File: src/logic/ieesr_pkg.sv
// Package for the status-reporting and common-command block.
// Assumes a single instrument clock; shared by the design and its bench.
package ieesr_pkg;

  // ---------------------------------------------------------------
  // Event status latch bit positions and power-on value
  // ---------------------------------------------------------------
  localparam int unsigned EVT_OPC = 0;
  localparam int unsigned EVT_QRY = 2;
  localparam int unsigned EVT_DEV = 3;
  localparam int unsigned EVT_EXE = 4;
  localparam int unsigned EVT_CMD = 5;
  localparam int unsigned EVT_PON = 7;
  localparam logic [7:0] EVT_RESET = 8'h80;
  localparam logic [7:0] EVT_USED = 8'hbd;

  // ---------------------------------------------------------------
  // Summary status byte bit positions
  // ---------------------------------------------------------------
  localparam int unsigned STB_MAV = 4;
  localparam int unsigned STB_ESB = 5;
  localparam int unsigned STB_MSS = 6;

  // ---------------------------------------------------------------
  // Reset values, self-test answers and queue geometry
  // ---------------------------------------------------------------
  localparam logic [7:0] MASK_RESET = 8'h00;
  localparam logic PSC_RESET = 1'b1;
  localparam logic [7:0] TST_PASS = 8'h00;
  localparam logic [7:0] TST_NVM_FAIL = 8'h01;
  localparam logic [7:0] OPC_DONE = 8'h01;
  localparam logic [7:0] BYTE_ZERO = 8'h00;
  localparam int unsigned QUE_DEPTH = 4;
  localparam int unsigned QUE_AW = 2;

  // ---------------------------------------------------------------
  // Common command codes
  // ---------------------------------------------------------------
  typedef enum logic [3:0] {
    IEESR_CMD_CLS   = 4'h0,
    IEESR_CMD_OPC   = 4'h1,
    IEESR_CMD_OPC_Q = 4'h2,
    IEESR_CMD_WAI   = 4'h3,
    IEESR_CMD_RST   = 4'h4,
    IEESR_CMD_TST_Q = 4'h5,
    IEESR_CMD_ESR_Q = 4'h6,
    IEESR_CMD_ESE_W = 4'h7,
    IEESR_CMD_ESE_Q = 4'h8,
    IEESR_CMD_STB_Q = 4'h9,
    IEESR_CMD_SRE_W = 4'ha,
    IEESR_CMD_SRE_Q = 4'hb,
    IEESR_CMD_PSC_W = 4'hc,
    IEESR_CMD_PSC_Q = 4'hd
  } ieesr_cmd_code_t;

  // One parsed command from the interface parser.
  typedef struct packed {
    logic valid;
    logic unknown;
    logic [3:0] code;
    logic [7:0] arg;
  } ieesr_cmd_t;

  // Event pulses from the instrument.
  typedef struct packed {
    logic dev_err;
    logic exec_err;
    logic syntax_err;
    logic test_ok;
    logic power_on;
  } ieesr_evt_t;

  // One byte handed back to the bus side.
  typedef struct packed {
    logic valid;
    logic [7:0] data;
  } ieesr_rsp_t;

endpackage

File: src/logic/ieesr_status.sv
// Status reporting and common-command execution for a bus instrument.
// Assumes a parser on the same clock hands over decoded commands, and
// the instrument reports its events as one-cycle pulses on this clock.

`timescale 1ns/1ps

module ieesr_status (
  // Clock and reset.
  input wire logic ref_clk,
  input wire logic reset,
  // Decoded common commands.
  input wire ieesr_pkg::ieesr_cmd_t cmd,
  // Instrument events and self-test outcome.
  input wire ieesr_pkg::ieesr_evt_t evt,
  input wire logic nvm_fail,
  // Response queue read side.
  input wire logic rsp_rd,
  output ieesr_pkg::ieesr_rsp_t rsp_ff,
  // Status registers seen by the instrument.
  output logic [7:0] event_status_latch_ff,
  output logic [7:0] event_status_mask_ff,
  output logic [7:0] summary_status_byte_ff,
  output logic [7:0] service_request_mask_ff,
  output logic power_on_clear_ff,
  output logic service_req_ff
);

  // ---------------------------------------------------------------
  // Command decode
  // ---------------------------------------------------------------

  logic is_cls;
  logic is_opc;
  logic is_rst;
  logic is_esr_q;
  logic is_ese_w;
  logic is_sre_w;
  logic is_psc_w;
  logic psc_bad;
  logic push_req;
  logic [7:0] push_data;
  logic [7:0] stb_now;
  logic mss_now;

  // Known commands only count when the parser did not flag them.
  // The wait command has no decode: commands already run in order, one
  // per cycle, so there is never an earlier command left to wait for.
  assign is_cls = cmd.valid && !cmd.unknown &&
                  cmd.code == ieesr_pkg::IEESR_CMD_CLS;
  assign is_opc = cmd.valid && !cmd.unknown &&
                  cmd.code == ieesr_pkg::IEESR_CMD_OPC;
  assign is_rst = cmd.valid && !cmd.unknown &&
                  cmd.code == ieesr_pkg::IEESR_CMD_RST;
  assign is_esr_q = cmd.valid && !cmd.unknown &&
                    cmd.code == ieesr_pkg::IEESR_CMD_ESR_Q;
  assign is_ese_w = cmd.valid && !cmd.unknown &&
                    cmd.code == ieesr_pkg::IEESR_CMD_ESE_W;
  assign is_sre_w = cmd.valid && !cmd.unknown &&
                    cmd.code == ieesr_pkg::IEESR_CMD_SRE_W;
  assign is_psc_w = cmd.valid && !cmd.unknown &&
                    cmd.code == ieesr_pkg::IEESR_CMD_PSC_W;
  // The flag only takes 0 or 1; anything else cannot be executed.
  // A refused value leaves the stored flag untouched.
  assign psc_bad = is_psc_w && (cmd.arg[7:1] != 7'h00);

  // ---------------------------------------------------------------
  // Query answers
  // ---------------------------------------------------------------

  // Every query pushes one byte; the bus side formats it as decimal.
  // The completion query answers at once for the same reason the wait
  // command is empty: nothing is still running when it is taken.
  always_comb begin
    push_req = 1'b0;
    push_data = ieesr_pkg::BYTE_ZERO;
    if (cmd.valid && !cmd.unknown) begin
      case (cmd.code)
        ieesr_pkg::IEESR_CMD_TST_Q: begin
          push_req = 1'b1;
          push_data = nvm_fail ? ieesr_pkg::TST_NVM_FAIL
                               : ieesr_pkg::TST_PASS;
        end
        ieesr_pkg::IEESR_CMD_OPC_Q: begin
          push_req = 1'b1;
          push_data = ieesr_pkg::OPC_DONE;
        end
        ieesr_pkg::IEESR_CMD_ESR_Q: begin
          push_req = 1'b1;
          push_data = event_status_latch_ff;
        end
        ieesr_pkg::IEESR_CMD_ESE_Q: begin
          push_req = 1'b1;
          push_data = event_status_mask_ff;
        end
        ieesr_pkg::IEESR_CMD_STB_Q: begin
          push_req = 1'b1;
          push_data = summary_status_byte_ff;
        end
        ieesr_pkg::IEESR_CMD_SRE_Q: begin
          push_req = 1'b1;
          push_data = service_request_mask_ff;
        end
        ieesr_pkg::IEESR_CMD_PSC_Q: begin
          push_req = 1'b1;
          push_data = {7'h00, power_on_clear_ff};
        end
        default: begin
          push_req = 1'b0;
          push_data = ieesr_pkg::BYTE_ZERO;
        end
      endcase
    end
  end

  // ---------------------------------------------------------------
  // Response output queue
  // ---------------------------------------------------------------

  logic [7:0] que_mem [ieesr_pkg::QUE_DEPTH];
  logic [ieesr_pkg::QUE_AW-1:0] wr_ptr_ff;
  logic [ieesr_pkg::QUE_AW-1:0] rd_ptr_ff;
  logic [ieesr_pkg::QUE_AW:0] count_ff;
  logic que_empty;
  logic que_full;
  logic do_push;
  logic do_pop;
  logic lost;
  logic empty_rd;

  assign que_empty = (count_ff == '0);
  assign que_full = (count_ff ==
                     (ieesr_pkg::QUE_AW+1)'(ieesr_pkg::QUE_DEPTH));
  // A read in the same cycle frees the slot, so a push then fits.
  assign do_pop = rsp_rd && !que_empty;
  assign do_push = push_req && (!que_full || do_pop);
  assign lost = push_req && !do_push;
  assign empty_rd = rsp_rd && que_empty;

  // Four slots are enough for a controller that reads each answer
  // before it asks again; a deeper queue would only hide a host that
  // forgets to read. An answer that finds no room is thrown away and
  // flagged rather than stalling the command stream.
  // Storage has no reset; only slots below the count are ever read.
  always_ff @(posedge ref_clk) begin
    if (do_push) begin
      que_mem[wr_ptr_ff] <= push_data;
    end
  end

  // Pointers and fill count.
  always_ff @(posedge ref_clk or posedge reset) begin
    if (reset) begin
      wr_ptr_ff <= '0;
      rd_ptr_ff <= '0;
      count_ff <= '0;
    end else begin
      if (do_push) begin
        wr_ptr_ff <= wr_ptr_ff + 1'b1;
      end
      if (do_pop) begin
        rd_ptr_ff <= rd_ptr_ff + 1'b1;
      end
      if (do_push && !do_pop) begin
        count_ff <= count_ff + 1'b1;
      end else if (do_pop && !do_push) begin
        count_ff <= count_ff - 1'b1;
      end
    end
  end

  // Read data is held until the next pop; valid pulses for one cycle.
  always_ff @(posedge ref_clk or posedge reset) begin
    if (reset) begin
      rsp_ff <= '0;
    end else begin
      rsp_ff.valid <= do_pop;
      if (do_pop) begin
        rsp_ff.data <= que_mem[rd_ptr_ff];
      end
    end
  end

  // ---------------------------------------------------------------
  // Operation-complete arming
  // ---------------------------------------------------------------

  logic opc_armed_ff;
  logic opc_fire;

  assign opc_fire = opc_armed_ff && evt.test_ok;

  // Arming lasts until the test finishes or a reset command drops it.
  // A new completion command in the firing cycle re-arms, so a host
  // that chains tests back to back never loses the second report.
  always_ff @(posedge ref_clk or posedge reset) begin
    if (reset) begin
      opc_armed_ff <= 1'b0;
    end else if (is_opc) begin
      opc_armed_ff <= 1'b1;
    end else if (opc_fire || is_rst) begin
      opc_armed_ff <= 1'b0;
    end
  end

  // ---------------------------------------------------------------
  // Event status latch
  // ---------------------------------------------------------------

  logic [7:0] evt_set;
  logic [7:0] evt_clr;
  logic [7:0] nxt_event_status_latch;

  // Set terms per bit; bits 1 and 6 never get a source.
  always_comb begin
    evt_set = ieesr_pkg::BYTE_ZERO;
    evt_set[ieesr_pkg::EVT_OPC] = opc_fire;
    evt_set[ieesr_pkg::EVT_QRY] = lost || empty_rd;
    evt_set[ieesr_pkg::EVT_DEV] = evt.dev_err;
    evt_set[ieesr_pkg::EVT_EXE] = evt.exec_err || psc_bad;
    evt_set[ieesr_pkg::EVT_CMD] = evt.syntax_err ||
                                  (cmd.valid && cmd.unknown);
    evt_set[ieesr_pkg::EVT_PON] = evt.power_on;
    evt_set = evt_set & ieesr_pkg::EVT_USED;
  end

  // Reading the latch clears it as clear-status does, but an event
  // arriving in the same cycle survives so that nothing is lost.
  // The query answer is captured before the clear, so the host sees
  // each event once, in this answer or the next, unless this answer finds the queue full and is thrown away.
  assign evt_clr = {8{is_cls || is_esr_q}};
  assign nxt_event_status_latch =
      (event_status_latch_ff & ~evt_clr) | evt_set;

  // The latch starts with power-on flagged.
  always_ff @(posedge ref_clk or posedge reset) begin
    if (reset) begin
      event_status_latch_ff <= ieesr_pkg::EVT_RESET;
    end else begin
      event_status_latch_ff <= nxt_event_status_latch;
    end
  end

  // ---------------------------------------------------------------
  // Enable masks and power-on clear flag
  // ---------------------------------------------------------------

  // A power-on event clears the masks only while the flag is 1.
  // The reset input is a full hard reset and clears them regardless;
  // only the power-on event pulse honours the flag, so a host can keep
  // its masks across a supply dropout by writing the flag to 0.
  always_ff @(posedge ref_clk or posedge reset) begin
    if (reset) begin
      event_status_mask_ff <= ieesr_pkg::MASK_RESET;
    end else if (is_ese_w) begin
      event_status_mask_ff <= cmd.arg;
    end else if (evt.power_on && power_on_clear_ff) begin
      event_status_mask_ff <= ieesr_pkg::MASK_RESET;
    end
  end

  // Service request mask; bit 6 is kept but never gates anything.
  always_ff @(posedge ref_clk or posedge reset) begin
    if (reset) begin
      service_request_mask_ff <= ieesr_pkg::MASK_RESET;
    end else if (is_sre_w) begin
      service_request_mask_ff <= cmd.arg;
    end else if (evt.power_on && power_on_clear_ff) begin
      service_request_mask_ff <= ieesr_pkg::MASK_RESET;
    end
  end

  // The flag itself survives power-on events; out-of-range is refused.
  always_ff @(posedge ref_clk or posedge reset) begin
    if (reset) begin
      power_on_clear_ff <= ieesr_pkg::PSC_RESET;
    end else if (is_psc_w && !psc_bad) begin
      power_on_clear_ff <= cmd.arg[0];
    end
  end

  // ---------------------------------------------------------------
  // Summary status byte and service request
  // ---------------------------------------------------------------

  // Built from current state; registered so the output is a flop.
  // Bit 6 is still zero when the request summary is formed, so the
  // summary can never hold itself up through its own enable bit.
  always_comb begin
    stb_now = ieesr_pkg::BYTE_ZERO;
    stb_now[ieesr_pkg::STB_MAV] = !que_empty;
    stb_now[ieesr_pkg::STB_ESB] =
        |(event_status_latch_ff & event_status_mask_ff);
    mss_now = |(stb_now & service_request_mask_ff);
    stb_now[ieesr_pkg::STB_MSS] = mss_now;
  end

  // One-cycle lag behind the sources it summarises.
  // A host polling the byte right after a command may see the old
  // value for one cycle; the lag buys a flop-driven output.
  always_ff @(posedge ref_clk or posedge reset) begin
    if (reset) begin
      summary_status_byte_ff <= ieesr_pkg::BYTE_ZERO;
    end else begin
      summary_status_byte_ff <= stb_now;
    end
  end

  // Pending request: a new request in the clear cycle wins.
  // Only a rising summary sets it; a summary that merely stays high
  // after a clear does not raise a second request for the same cause.
  always_ff @(posedge ref_clk or posedge reset) begin
    if (reset) begin
      service_req_ff <= 1'b0;
    end else if (mss_now && !summary_status_byte_ff[ieesr_pkg::STB_MSS]) begin
      service_req_ff <= 1'b1;
    end else if (is_cls) begin
      service_req_ff <= 1'b0;
    end
  end

endmodule

File: config.mk
export PLATFORM = sky130hd
export DESIGN_NAME = ieesr_status
export DESIGN_NICKNAME = d
export VERILOG_FILES = /design/src/logic/ieesr_pkg.sv /design/src/logic/ieesr_status.sv
export SDC_FILE = /design/constraint.sdc
export NUM_CORES = 1
export LEC_CHECK = 0
export ABC_AREA = 1
export BUFFER_PORTS_ARGS = -buffer_cell sky130_fd_sc_hd__buf_2
export CAP_MARGIN = 20
export CORE_ASPECT_RATIO = 2
export CORE_MARGIN = 2
export CORE_UTILIZATION = 55
export DETAILED_ROUTE_END_ITERATION = 12
export PLACE_DENSITY_LB_ADDON = 0.08
export SYNTH_ARGS = -nofsm -noshare
export SYNTH_HDL_FRONTEND = slang
export SYNTH_SLANG_ARGS = --single-unit
File: constraint.sdc
create_clock -name ref_clk -period 2.41 [get_ports ref_clk]
set_input_delay 0.6025 -clock ref_clk [delete_from_list [all_inputs] [get_ports ref_clk]]
set_output_delay 0.6025 -clock ref_clk [all_outputs]
set_load 0.03 [all_outputs]
==> results of run 1 <==
## power breakdown
part / switching [mW] / internal [mW] / leakage (nW)
logic: 0.947 / 0.453 / 1.05
clock network: 0.552 / 1.02 / 0.172
registers: 0.216 / 1.64 / 0.827
## synthesized netlist by cell type, types with 2 or more instances
cell type	n
o22ai_1	7
ha_1	5
nand4_1	5
buf_4	6
nor2_1	68
nand2_1	73
dfrtp_1	44
nor3_1	2
dfstp_2	2
nor2_4	4
o211ai_1	3
nand3_1	23
a31o_2	2
xor2_1	2
edfxtp_1	32
o21ai_1	9
buf_2	6
inv_1	36
a31oi_1	8
o21ai_0	24
a21oi_1	3
inv_2	6
## cells by family (layout without fill, tap and decap cells)
kind of cell | Yosys count | after routing
xor+xnor | 3 | 3
other cells | 1 | 6
buf+inv | 57 | 135
simple gates | 180 | 180
flops | 78 | 78
compound gates | 56 | 56
mux | 1 | 1
fa+ha+maj | 6 | 6
## registers in the layout (all words and copies together) (netlist names)
name,count
service_request_mask_ff,8
power_on_clear_ff,1
que_mem,32
opc_armed_ff,1
event_status_mask_ff,8
wr_ptr_ff,2
summary_status_byte_ff,3
service_req_ff,1
rd_ptr_ff,2
count_ff,3
event_status_latch_ff,8
rsp_ff,9
## worst max path at each step
| stage | endpoint | slack, ns | cells after the start |
|---|---|---|---|
| finish | count_ff[2] | 0.36 | 12 |
| global placement | count_ff[2] | 0.06 | 12 |
| global route | count_ff[2] | 0.20 | 9 |
| CTS | count_ff[2] | 0.35 | 9 |
| detailed placement | count_ff[2] | 0.002 | 12 |
| floorplan | count_ff[2] | 0.04 | 12 |
## final cells by class
type	instances	area share
flip-flops and latches	78	0.481
multi-input cells	251	0.282
clock inverters	7	0.0273
well taps	86	0.0245
inverters	42	0.0359
repair buffers	77	0.0973
clock buffers	9	0.0512
diodes	1	0.000569
## worst max-delay path, cell delays in order
cell	delay, ns
buf_2	0.11
inv_2	0.12
nand3_1	0.10
nand3_1	0.17
nand3_2	0.09
inv_1	0.08
ha_1	0.14
inv_1	0.07
fa_1	0.38
a21oi_1	0.14
o21ai_0	0.11
xor2_1	0.15
## metal layers
metal / GRT usage / part of all wire / routed length [µm] / vias up
met2: 0.505 / 0.59 / 5240 / 77
li1: - / - / - / 1406
met5: 0 / 0 / 0 / -
met3: 0.0656 / 0.040 / 357 / 21
met1: 0.260 / 0.34 / 2990 / 1347
met4: 0.110 / 0.027 / 242 / 0
==> flow_summary.toml, run 1 <==
[status]
outcome = "complete, no violations"

[yosys]
synth_compound_gate_area_share = 0.0874
syn-cell-area_mm2 = 0.00359
ys_dominant_reg_cell = "dfrtp_1"
synthCells = 382
synth_simple_gate_area_share = 0.219
ys_types = 34
synth-xor-area-share = 0.00731
synth_top_family_by_area = "simple AND/OR/NAND/NOR gates"
muxShareOfSynthArea = 0.00313
synth-seq-cells = 78
synthAdderAreaFrac = 0.0230
synth-edff-count = 32
synth_largest_area_cell = "dfrtp_1"
yosys_warnings = 0
async_flop_share = 0.590
synth_seq_area_share = 0.589
synth.area.top_cells = "dfrtp_1 31%, edfxtp_1 27%, nand2_1 7.6%, nor2_1 7.1%, inv_1 3.8%"
synth_area_per_cell_um2 = 9.40
yosysTopAreaCellShare = 0.307

[routing]
via_per_inst = 5.17
drt_wl_total_um = 8830
drc_errors = 0
wl_per_cell_um = 16.0
drt_iter0_markers = 153
first_pass_iters = 4
ant_nets = 0
vias = 2851

[run]
drv_cap = 0

[global_route]
grt_overflow = 0
track_usage = 0.271
grt_pass1_wl_um = 14100
grt_pass1_vias = 2928
grt_max_degree = 26
antenna_found_initial = 1

[floorplanning]
ios = 66
dieArea_mm2 = 0.00723
initial_core_util = 0.569
placementRows = 41
die_x_um = 61.1
fp.dieH_um = 118
core_area_mm2 = 0.00631

[clock_tree]
cts_buffers = 9
clock_latency_ns = 0.34
clk_pin_slew_ns = 0.06
post_cts_buffers = 0
root_buffer = "clkbuf_16"
clkSinkCount = 78
cts-resized-gates = 0
htreeDepth = 3
cts_tree = "yes"
ctsHoldBuffers = 0
clk_path_buf_depth = 2

[final_layout]
final_common_cell = "nand2_1"
multi_input_area_mm2 = 0.00124
layoutNonFillerInstCount = 551
fin_nets = 488
drive_above_1_share = 0.244
syn2layout_area_growth_pct = 22.4
fin_util = 0.697
seq_area_mm2 = 0.00211
most-common-layout-cells = "73 x nand2_1, 68 x nor2_1, 60 x buf_2"
fillers = 520
final_area_mm2 = 0.00440

[placed_design]
dpl.hpwl_um = 6920
placed_cells = 534
port_buffers = 60
placed_area_mm2 = 0.00405
place_congestion = 0.947
dp_slack_ns = 0.00211

[timing]
drv_slew = 0
fmaxAchievable_mhz = 488
setup_viol = 0
hold_viol_final = 0
tightest_slew_ns = 0.537
finalCritPeriodShare = 0.851
finalCriticalPeriod_ns = 2.05
setup_ws_ns = 0.360
rsz0062_at_grt = "no"
finalHoldWorstSlack_ns = 0.297
setup_tns_ns = 0
slew_headroom = 0.642
skew_ns = 0.00482

[setup_path]
required_ns = 2.62
end_kind = "flip-flop"
timing.reg2reg.setup_slack_ns = 0.36
cp_max_fo = 5
r2r-end = "count_ff[2]"
crit_arrival_ns = 2.27
critical_path_class = "primary input to flip-flop"
crit_start = "cmd[8]"
reg2reg_depth = 9
rr_startpoint = "count_ff[0]"
start_kind = "primary input"

[pwr]
power.total_mw = 4.82
ir_drop_mv = 0.714
power_leakage_nw = 2.05
p_per_area_mw_per_mm2 = 1100

[min_path]
hold_class = "primary input to asynchronous set/reset pin"
(Power assumes the default switching activity.)
==> run 2, diff against run 1 <==
--- a/config.mk
+++ b/config.mk
@@ -12,7 +12,7 @@
 export CORE_MARGIN = 2
 export CORE_UTILIZATION = 55
 export DETAILED_ROUTE_END_ITERATION = 12
-export PLACE_DENSITY_LB_ADDON = 0.08
+export PLACE_DENSITY = 0.8
 export SYNTH_ARGS = -nofsm -noshare
 export SYNTH_HDL_FRONTEND = slang
 export SYNTH_SLANG_ARGS = --single-unit
==> flow_summary.toml, run 2 (synthesized netlist as in run 1, its figures left out) <==
[floorplanning]
core_area_mm2 = 0.00631
ios = 66
die_x_um = 61.1
fp.dieH_um = 118
placementRows = 41
initial_core_util = 0.569
dieArea_mm2 = 0.00723

[clock_tree]
clkSinkCount = 78
clock_latency_ns = 0.33
clk_path_buf_depth = 2
cts_buffers = 9
root_buffer = "clkbuf_16"
cts-resized-gates = 0
htreeDepth = 3
cts_tree = "yes"
ctsHoldBuffers = 0
clk_pin_slew_ns = 0.06
post_cts_buffers = 0

[routing]
ant_nets = 0
drt_iter0_markers = 138
wl_per_cell_um = 15.6
via_per_inst = 5.33
drt_wl_total_um = 8590
drc_errors = 0
vias = 2941
first_pass_iters = 4

[setup_path]
start_kind = "flip-flop"
cp_max_fo = 3
required_ns = 2.62
crit_arrival_ns = 2.23
critical_path_class = "flip-flop to flip-flop"
end_kind = "flip-flop"

[timing]
setup_viol = 0
setup_ws_ns = 0.387
setup_tns_ns = 0
finalCritPeriodShare = 0.839
rsz0062_at_grt = "no"
finalCriticalPeriod_ns = 2.02
hold_viol_final = 0
fmaxAchievable_mhz = 494
skew_ns = 0.00793
drv_slew = 0

[global_route]
grt_max_degree = 20
track_usage = 0.270
grt_pass1_vias = 3034
antenna_found_initial = 0
grt_pass1_wl_um = 13900
grt_overflow = 0

[final_layout]
most-common-layout-cells = "73 x nand2_1, 68 x nor2_1, 60 x buf_2"
final_common_cell = "nand2_1"
seq_area_mm2 = 0.00211
syn2layout_area_growth_pct = 20.7
fin_util = 0.687
fillers = 522
diodes = 0
multi_input_area_mm2 = 0.00124
largest_register_ffs = 32
regMostFlops = "que_mem"
reg_top3 = "que_mem (32), rsp_ff (9)"
drive_above_1_share = 0.242
final_area_mm2 = 0.00434
fin_nets = 490

[status]
outcome = "complete, no violations"

[placed_design]
dp_slack_ns = 0.0578
placed_area_mm2 = 0.00406
port_buffers = 60
place_congestion = 0.964
dpl.hpwl_um = 6780

[pwr]
p_per_area_mw_per_mm2 = 1030
p_int_mw = 2.81
sw_frac_of_total = 0.374
seqPwrFrac = 0.418
power_leakage_nw = 2.01
ir_drop_mv = 0.666
clkPwrFrac = 0.276
switchingPower_mw = 1.68
pwr-share-comb = 0.307

[run]
drv_cap = 0

[min_path]
hold_class = "primary input to asynchronous set/reset pin"
==> run 2: cell count changes in the layout (fill, tap and decap cells not counted) <==
cell        previous run  this run
clkbuf_8               0         1
clkinvlp_4             0         2
diode_2                1         0
clkbuf_1               0         2
buf_4                 17        19
inv_8                  1         0
bufinv_16              3         0
inv_6                  1         0
==> run 2: power by group through the flow <==
stage	logic (mW)	clock network [mW]	registers (mW)
2_1_floorplan	0.697	0	2.14
3_3_place_gp	1.33	0	1.88
3_5_place_dp	1.38	0	1.89
4_1_cts	1.39	1.24	1.87
5_1_grt	1.54	1.31	1.90
6_report	1.38	1.24	1.87
==> run 2: path summary, 6_finish.rpt <==
| path | slack, ns | endpoint | cells past startpoint | startpoint |
|---|---|---|---|---|
| hold / removal | 0.25 | event_status_latch_ff[1] | 2 | reset |
| hold reg to reg | 0.50 | service_req_ff | 2 | service_req_ff |
| setup / recovery | 0.39 | count_ff[2] | 9 | count_ff[0] |
| min in group ref_clk | 0.46 | event_status_latch_ff[5] | 3 | evt[2] |
| setup reg to reg | 0.39 | count_ff[2] | 9 | count_ff[0] |
| max in group asynchronous | 1.58 | summary_status_byte_ff[6] | 3 | reset |
==> run 2: critical path: stages, from the launching register on <==
cell	delay, ns
dfrtp_1	0.42
nor2_1	0.19
nand2_1	0.11
nand2_1	0.17
ha_1	0.18
inv_1	0.06
fa_1	0.37
a21oi_1	0.14
o21ai_0	0.10
xor2_1	0.15
==> run 2: metal layers <==
layer	vias up	GRT usage	share of wire
met2	133	0.485	0.57
met4	0	0.201	0.076
met1	1354	0.241	0.31
met3	43	0.0503	0.047
li1	1411	-	-
met5	-	0	0
==> run 2: per-stage QoR <==
step           power, mW  hold WS, ns  std cells
3_3_place_gp        3.21        0.462        536
2_1_floorplan       2.84        0.466        386
6_report            4.48        0.253        552
4_1_cts             4.50        0.262        552
3_5_place_dp        3.27        0.492        536
5_1_grt             4.75        0.297        552
==> run 2: area by class of cell <==
cell class                 instances  share of cell area
clock buffer                      12              0.0569
clock inverter                     4             0.00577
inverter                          42              0.0364
multi-input combinational        251               0.286
sequential                        78               0.488
tap                               86              0.0248
timing repair buffer              79               0.102
==> run 3, diff against run 2 <==
--- a/config.mk
+++ b/config.mk
@@ -5,7 +5,7 @@
 export SDC_FILE = /design/constraint.sdc
 export NUM_CORES = 1
 export LEC_CHECK = 0
-export ABC_AREA = 1
+export ABC_AREA = 0
 export BUFFER_PORTS_ARGS = -buffer_cell sky130_fd_sc_hd__buf_2
 export CAP_MARGIN = 20
 export CORE_ASPECT_RATIO = 2
==> constraint.sdc (replaced) <==
create_clock -name ref_clk -period 2.1 [get_ports ref_clk]
set_input_delay 0.525 -clock ref_clk [delete_from_list [all_inputs] [get_ports ref_clk]]
set_output_delay 0.525 -clock ref_clk [all_outputs]
set_load 0.03 [all_outputs]
==> flow_summary.toml, run 3 <==
[timing]
fmaxAchievable_mhz = 463
tightest_slew_ns = 0.564
hold_viol_final = 0
setup_ws_ns = -0.0590
drv_slew = 0
setup_tns_ns = -0.0590
rsz0062_at_grt = "yes"
finalHoldWorstSlack_ns = 0.192
slew_headroom = 0.621
finalCritPeriodShare = 1.03
setup_viol = 1
finalCriticalPeriod_ns = 2.16
skew_ns = 0.00643

[clock_tree]
root_buffer = "clkbuf_16"
clkSinkCount = 78
cts_buffers = 9
htreeDepth = 3
cts_tree = "yes"
clock_latency_ns = 0.33
clk_pin_slew_ns = 0.06
clk_path_buf_depth = 2

[min_path]
hold_class = "primary input to asynchronous set/reset pin"

[final_layout]
drive_above_1_share = 0.383
fillers = 456
syn2layout_area_growth_pct = 28.9
reg_top3 = "que_mem (32), rsp_ff (9)"
diodes = 0
regMostFlops = "que_mem"
most-common-layout-cells = "57 x buf_2, 44 x dfrtp_1, 32 x edfxtp_1"
largest_register_ffs = 32
final_common_cell = "buf_2"
fin_nets = 397

[setup_path]
timing.reg2reg.setup_slack_ns = 0.06
reg2reg_depth = 8
crit_arrival_ns = 2.41
critical_path_class = "primary input to flip-flop"
cp_max_fo = 2
end_kind = "flip-flop"
r2r-end = "count_ff[2]"
start_kind = "primary input"
rr_startpoint = "count_ff[0]"
required_ns = 2.35

[global_route]
grt_pass1_vias = 2600
antenna_found_initial = 0
grt_pass1_wl_um = 13000
track_usage = 0.256
grt_max_degree = 28
grt_overflow = 0

[yosys]
async_flop_share = 0.590
synth_largest_area_cell = "dfrtp_1"
yosys_warnings = 0
ys_types = 54
synth.area.top_cells = "dfrtp_1 31%, edfxtp_1 27%, mux4_2 5.1%, mux2_2 3.2%, nand2_1 2.7%"
yosysMostFrequentCell = "dfrtp_1"
synth-seq-cells = 78
synth_area_per_cell_um2 = 12.8
syn-cell-area_mm2 = 0.00353
synth_common_cells = "44 x dfrtp_1, 32 x edfxtp_1, 25 x nand2_1"
synthCells = 276
synth_seq_area_share = 0.598
ys_dominant_reg_cell = "dfrtp_1"
synth-edff-count = 32
yosysTopAreaCellShare = 0.312

[routing]
ant_nets = 0
vias = 2504
wl_per_cell_um = 17.2
via_per_inst = 5.46
first_pass_iters = 4
drt_wl_total_um = 7910
drt_iter0_markers = 88
drc_errors = 0

[floorplanning]
fp.dieH_um = 117
core_area_mm2 = 0.00626
die_x_um = 60.7
dieArea_mm2 = 0.00712
ios = 66
initial_core_util = 0.565
placementRows = 41

[pwr]
power_leakage_nw = 1.97
power.total_mw = 5.26
p_per_area_mw_per_mm2 = 1150
ir_drop_mv = 0.840

[placed_design]
place_congestion = 0.915
dpl.hpwl_um = 6050
port_buffers = 60

[status]
violations = "negative setup slack"
outcome = "finished, violations left"

[run]
drv_cap = 0
==> run 3: changes by cell type after synthesis, moves of 8 or more <==
cell / before / now
a22oi_1: 0 / 8
inv_1: 36 / 18
mux2_2: 1 / 10
mux4_2: 0 / 8
nand2_1: 73 / 25
nand3_1: 23 / 15
nor2_1: 68 / 7
o21ai_1: 9 / 1
==> run 3: worst max path at each step <==
stage | slack, ns | depth (start not counted) | start | to
after detailed placement | -0.35 | 10 | cmd[8] | count_ff[2]
after global placement | -0.29 | 10 | cmd[8] | count_ff[2]
after CTS | 0.007 | 10 | cmd[8] | count_ff[2]
after global routing | -0.10 | 10 | cmd[11] | count_ff[2]
final | -0.06 | 10 | cmd[11] | count_ff[2]
after floorplan | -0.16 | 10 | cmd[8] | count_ff[2]
==> run 3: repair_timing <==
item                       CTS  global route
hold buffers                 0             0
gates resized for setup      2             7
pin swaps                    2             6
buffers inserted             0             4
setup endpoints to repair    1             2
==> run 3: cell type report <==
type / count / area, µm² / share of cell area
inverters: 19 / 71.3 / 0.0157
clock buffers: 11 / 243 / 0.0533
flip-flops and latches: 78 / 2110 / 0.464
multi-input cells: 167 / 1300 / 0.286
repair buffers: 93 / 633 / 0.139
well taps: 86 / 108 / 0.0236
clock inverters: 5 / 82.6 / 0.0181
==> run 3: critical path, cell delays in order <==
cell,delay [ns]
buf_6,0.09
or3b_1,0.38
o211ai_1,0.18
and3_4,0.27
ha_4,0.13
inv_2,0.04
fa_2,0.33
xor2_1,0.15
nor2_1,0.14
xor2_1,0.17
==> run 3: kinds of logic after synthesis <==
| group | count (synthesis) | share of synthesized area |
|---|---|---|
| AO/OA/AOI/OAI | 49 | 0.0917 |
| adder cells (fa/ha/maj) | 6 | 0.0234 |
| buffers and inverters | 35 | 0.0453 |
| multiplexers | 23 | 0.0988 |
| flip-flops | 78 | 0.598 |
| AND/OR/NAND/NOR | 77 | 0.124 |
| other | 1 | 0.00106 |
| XOR/XNOR | 7 | 0.0174 |
==> run 3: power breakdown <==
| group | switching [mW] | internal [mW] |
|---|---|---|
| Combinational | 0.847 | 0.634 |
| Sequential | 0.244 | 1.87 |
| Clock | 0.587 | 1.07 |
==> run 3: per-layer routing <==
metal | wire length [µm] | GRT usage | share of wire
met2 | 4630 | 0.440 | 0.59
met5 | 0 | 0 | 0
met4 | 319 | 0.141 | 0.040
met1 | 2670 | 0.259 | 0.34
met3 | 287 | 0.0739 | 0.036
==> run 3: metrics by stage <==
stage               utilization  setup WS [ns]  std cells  area [µm²]
floorplan                     -         -0.161        280        3580
global placement          0.666         -0.292        439        4170
detailed placement        0.666         -0.354        439        4170
CTS                       0.719        0.00709        455        4500
global route              0.728         -0.103        459        4560
finish                    0.728        -0.0590        459        4560
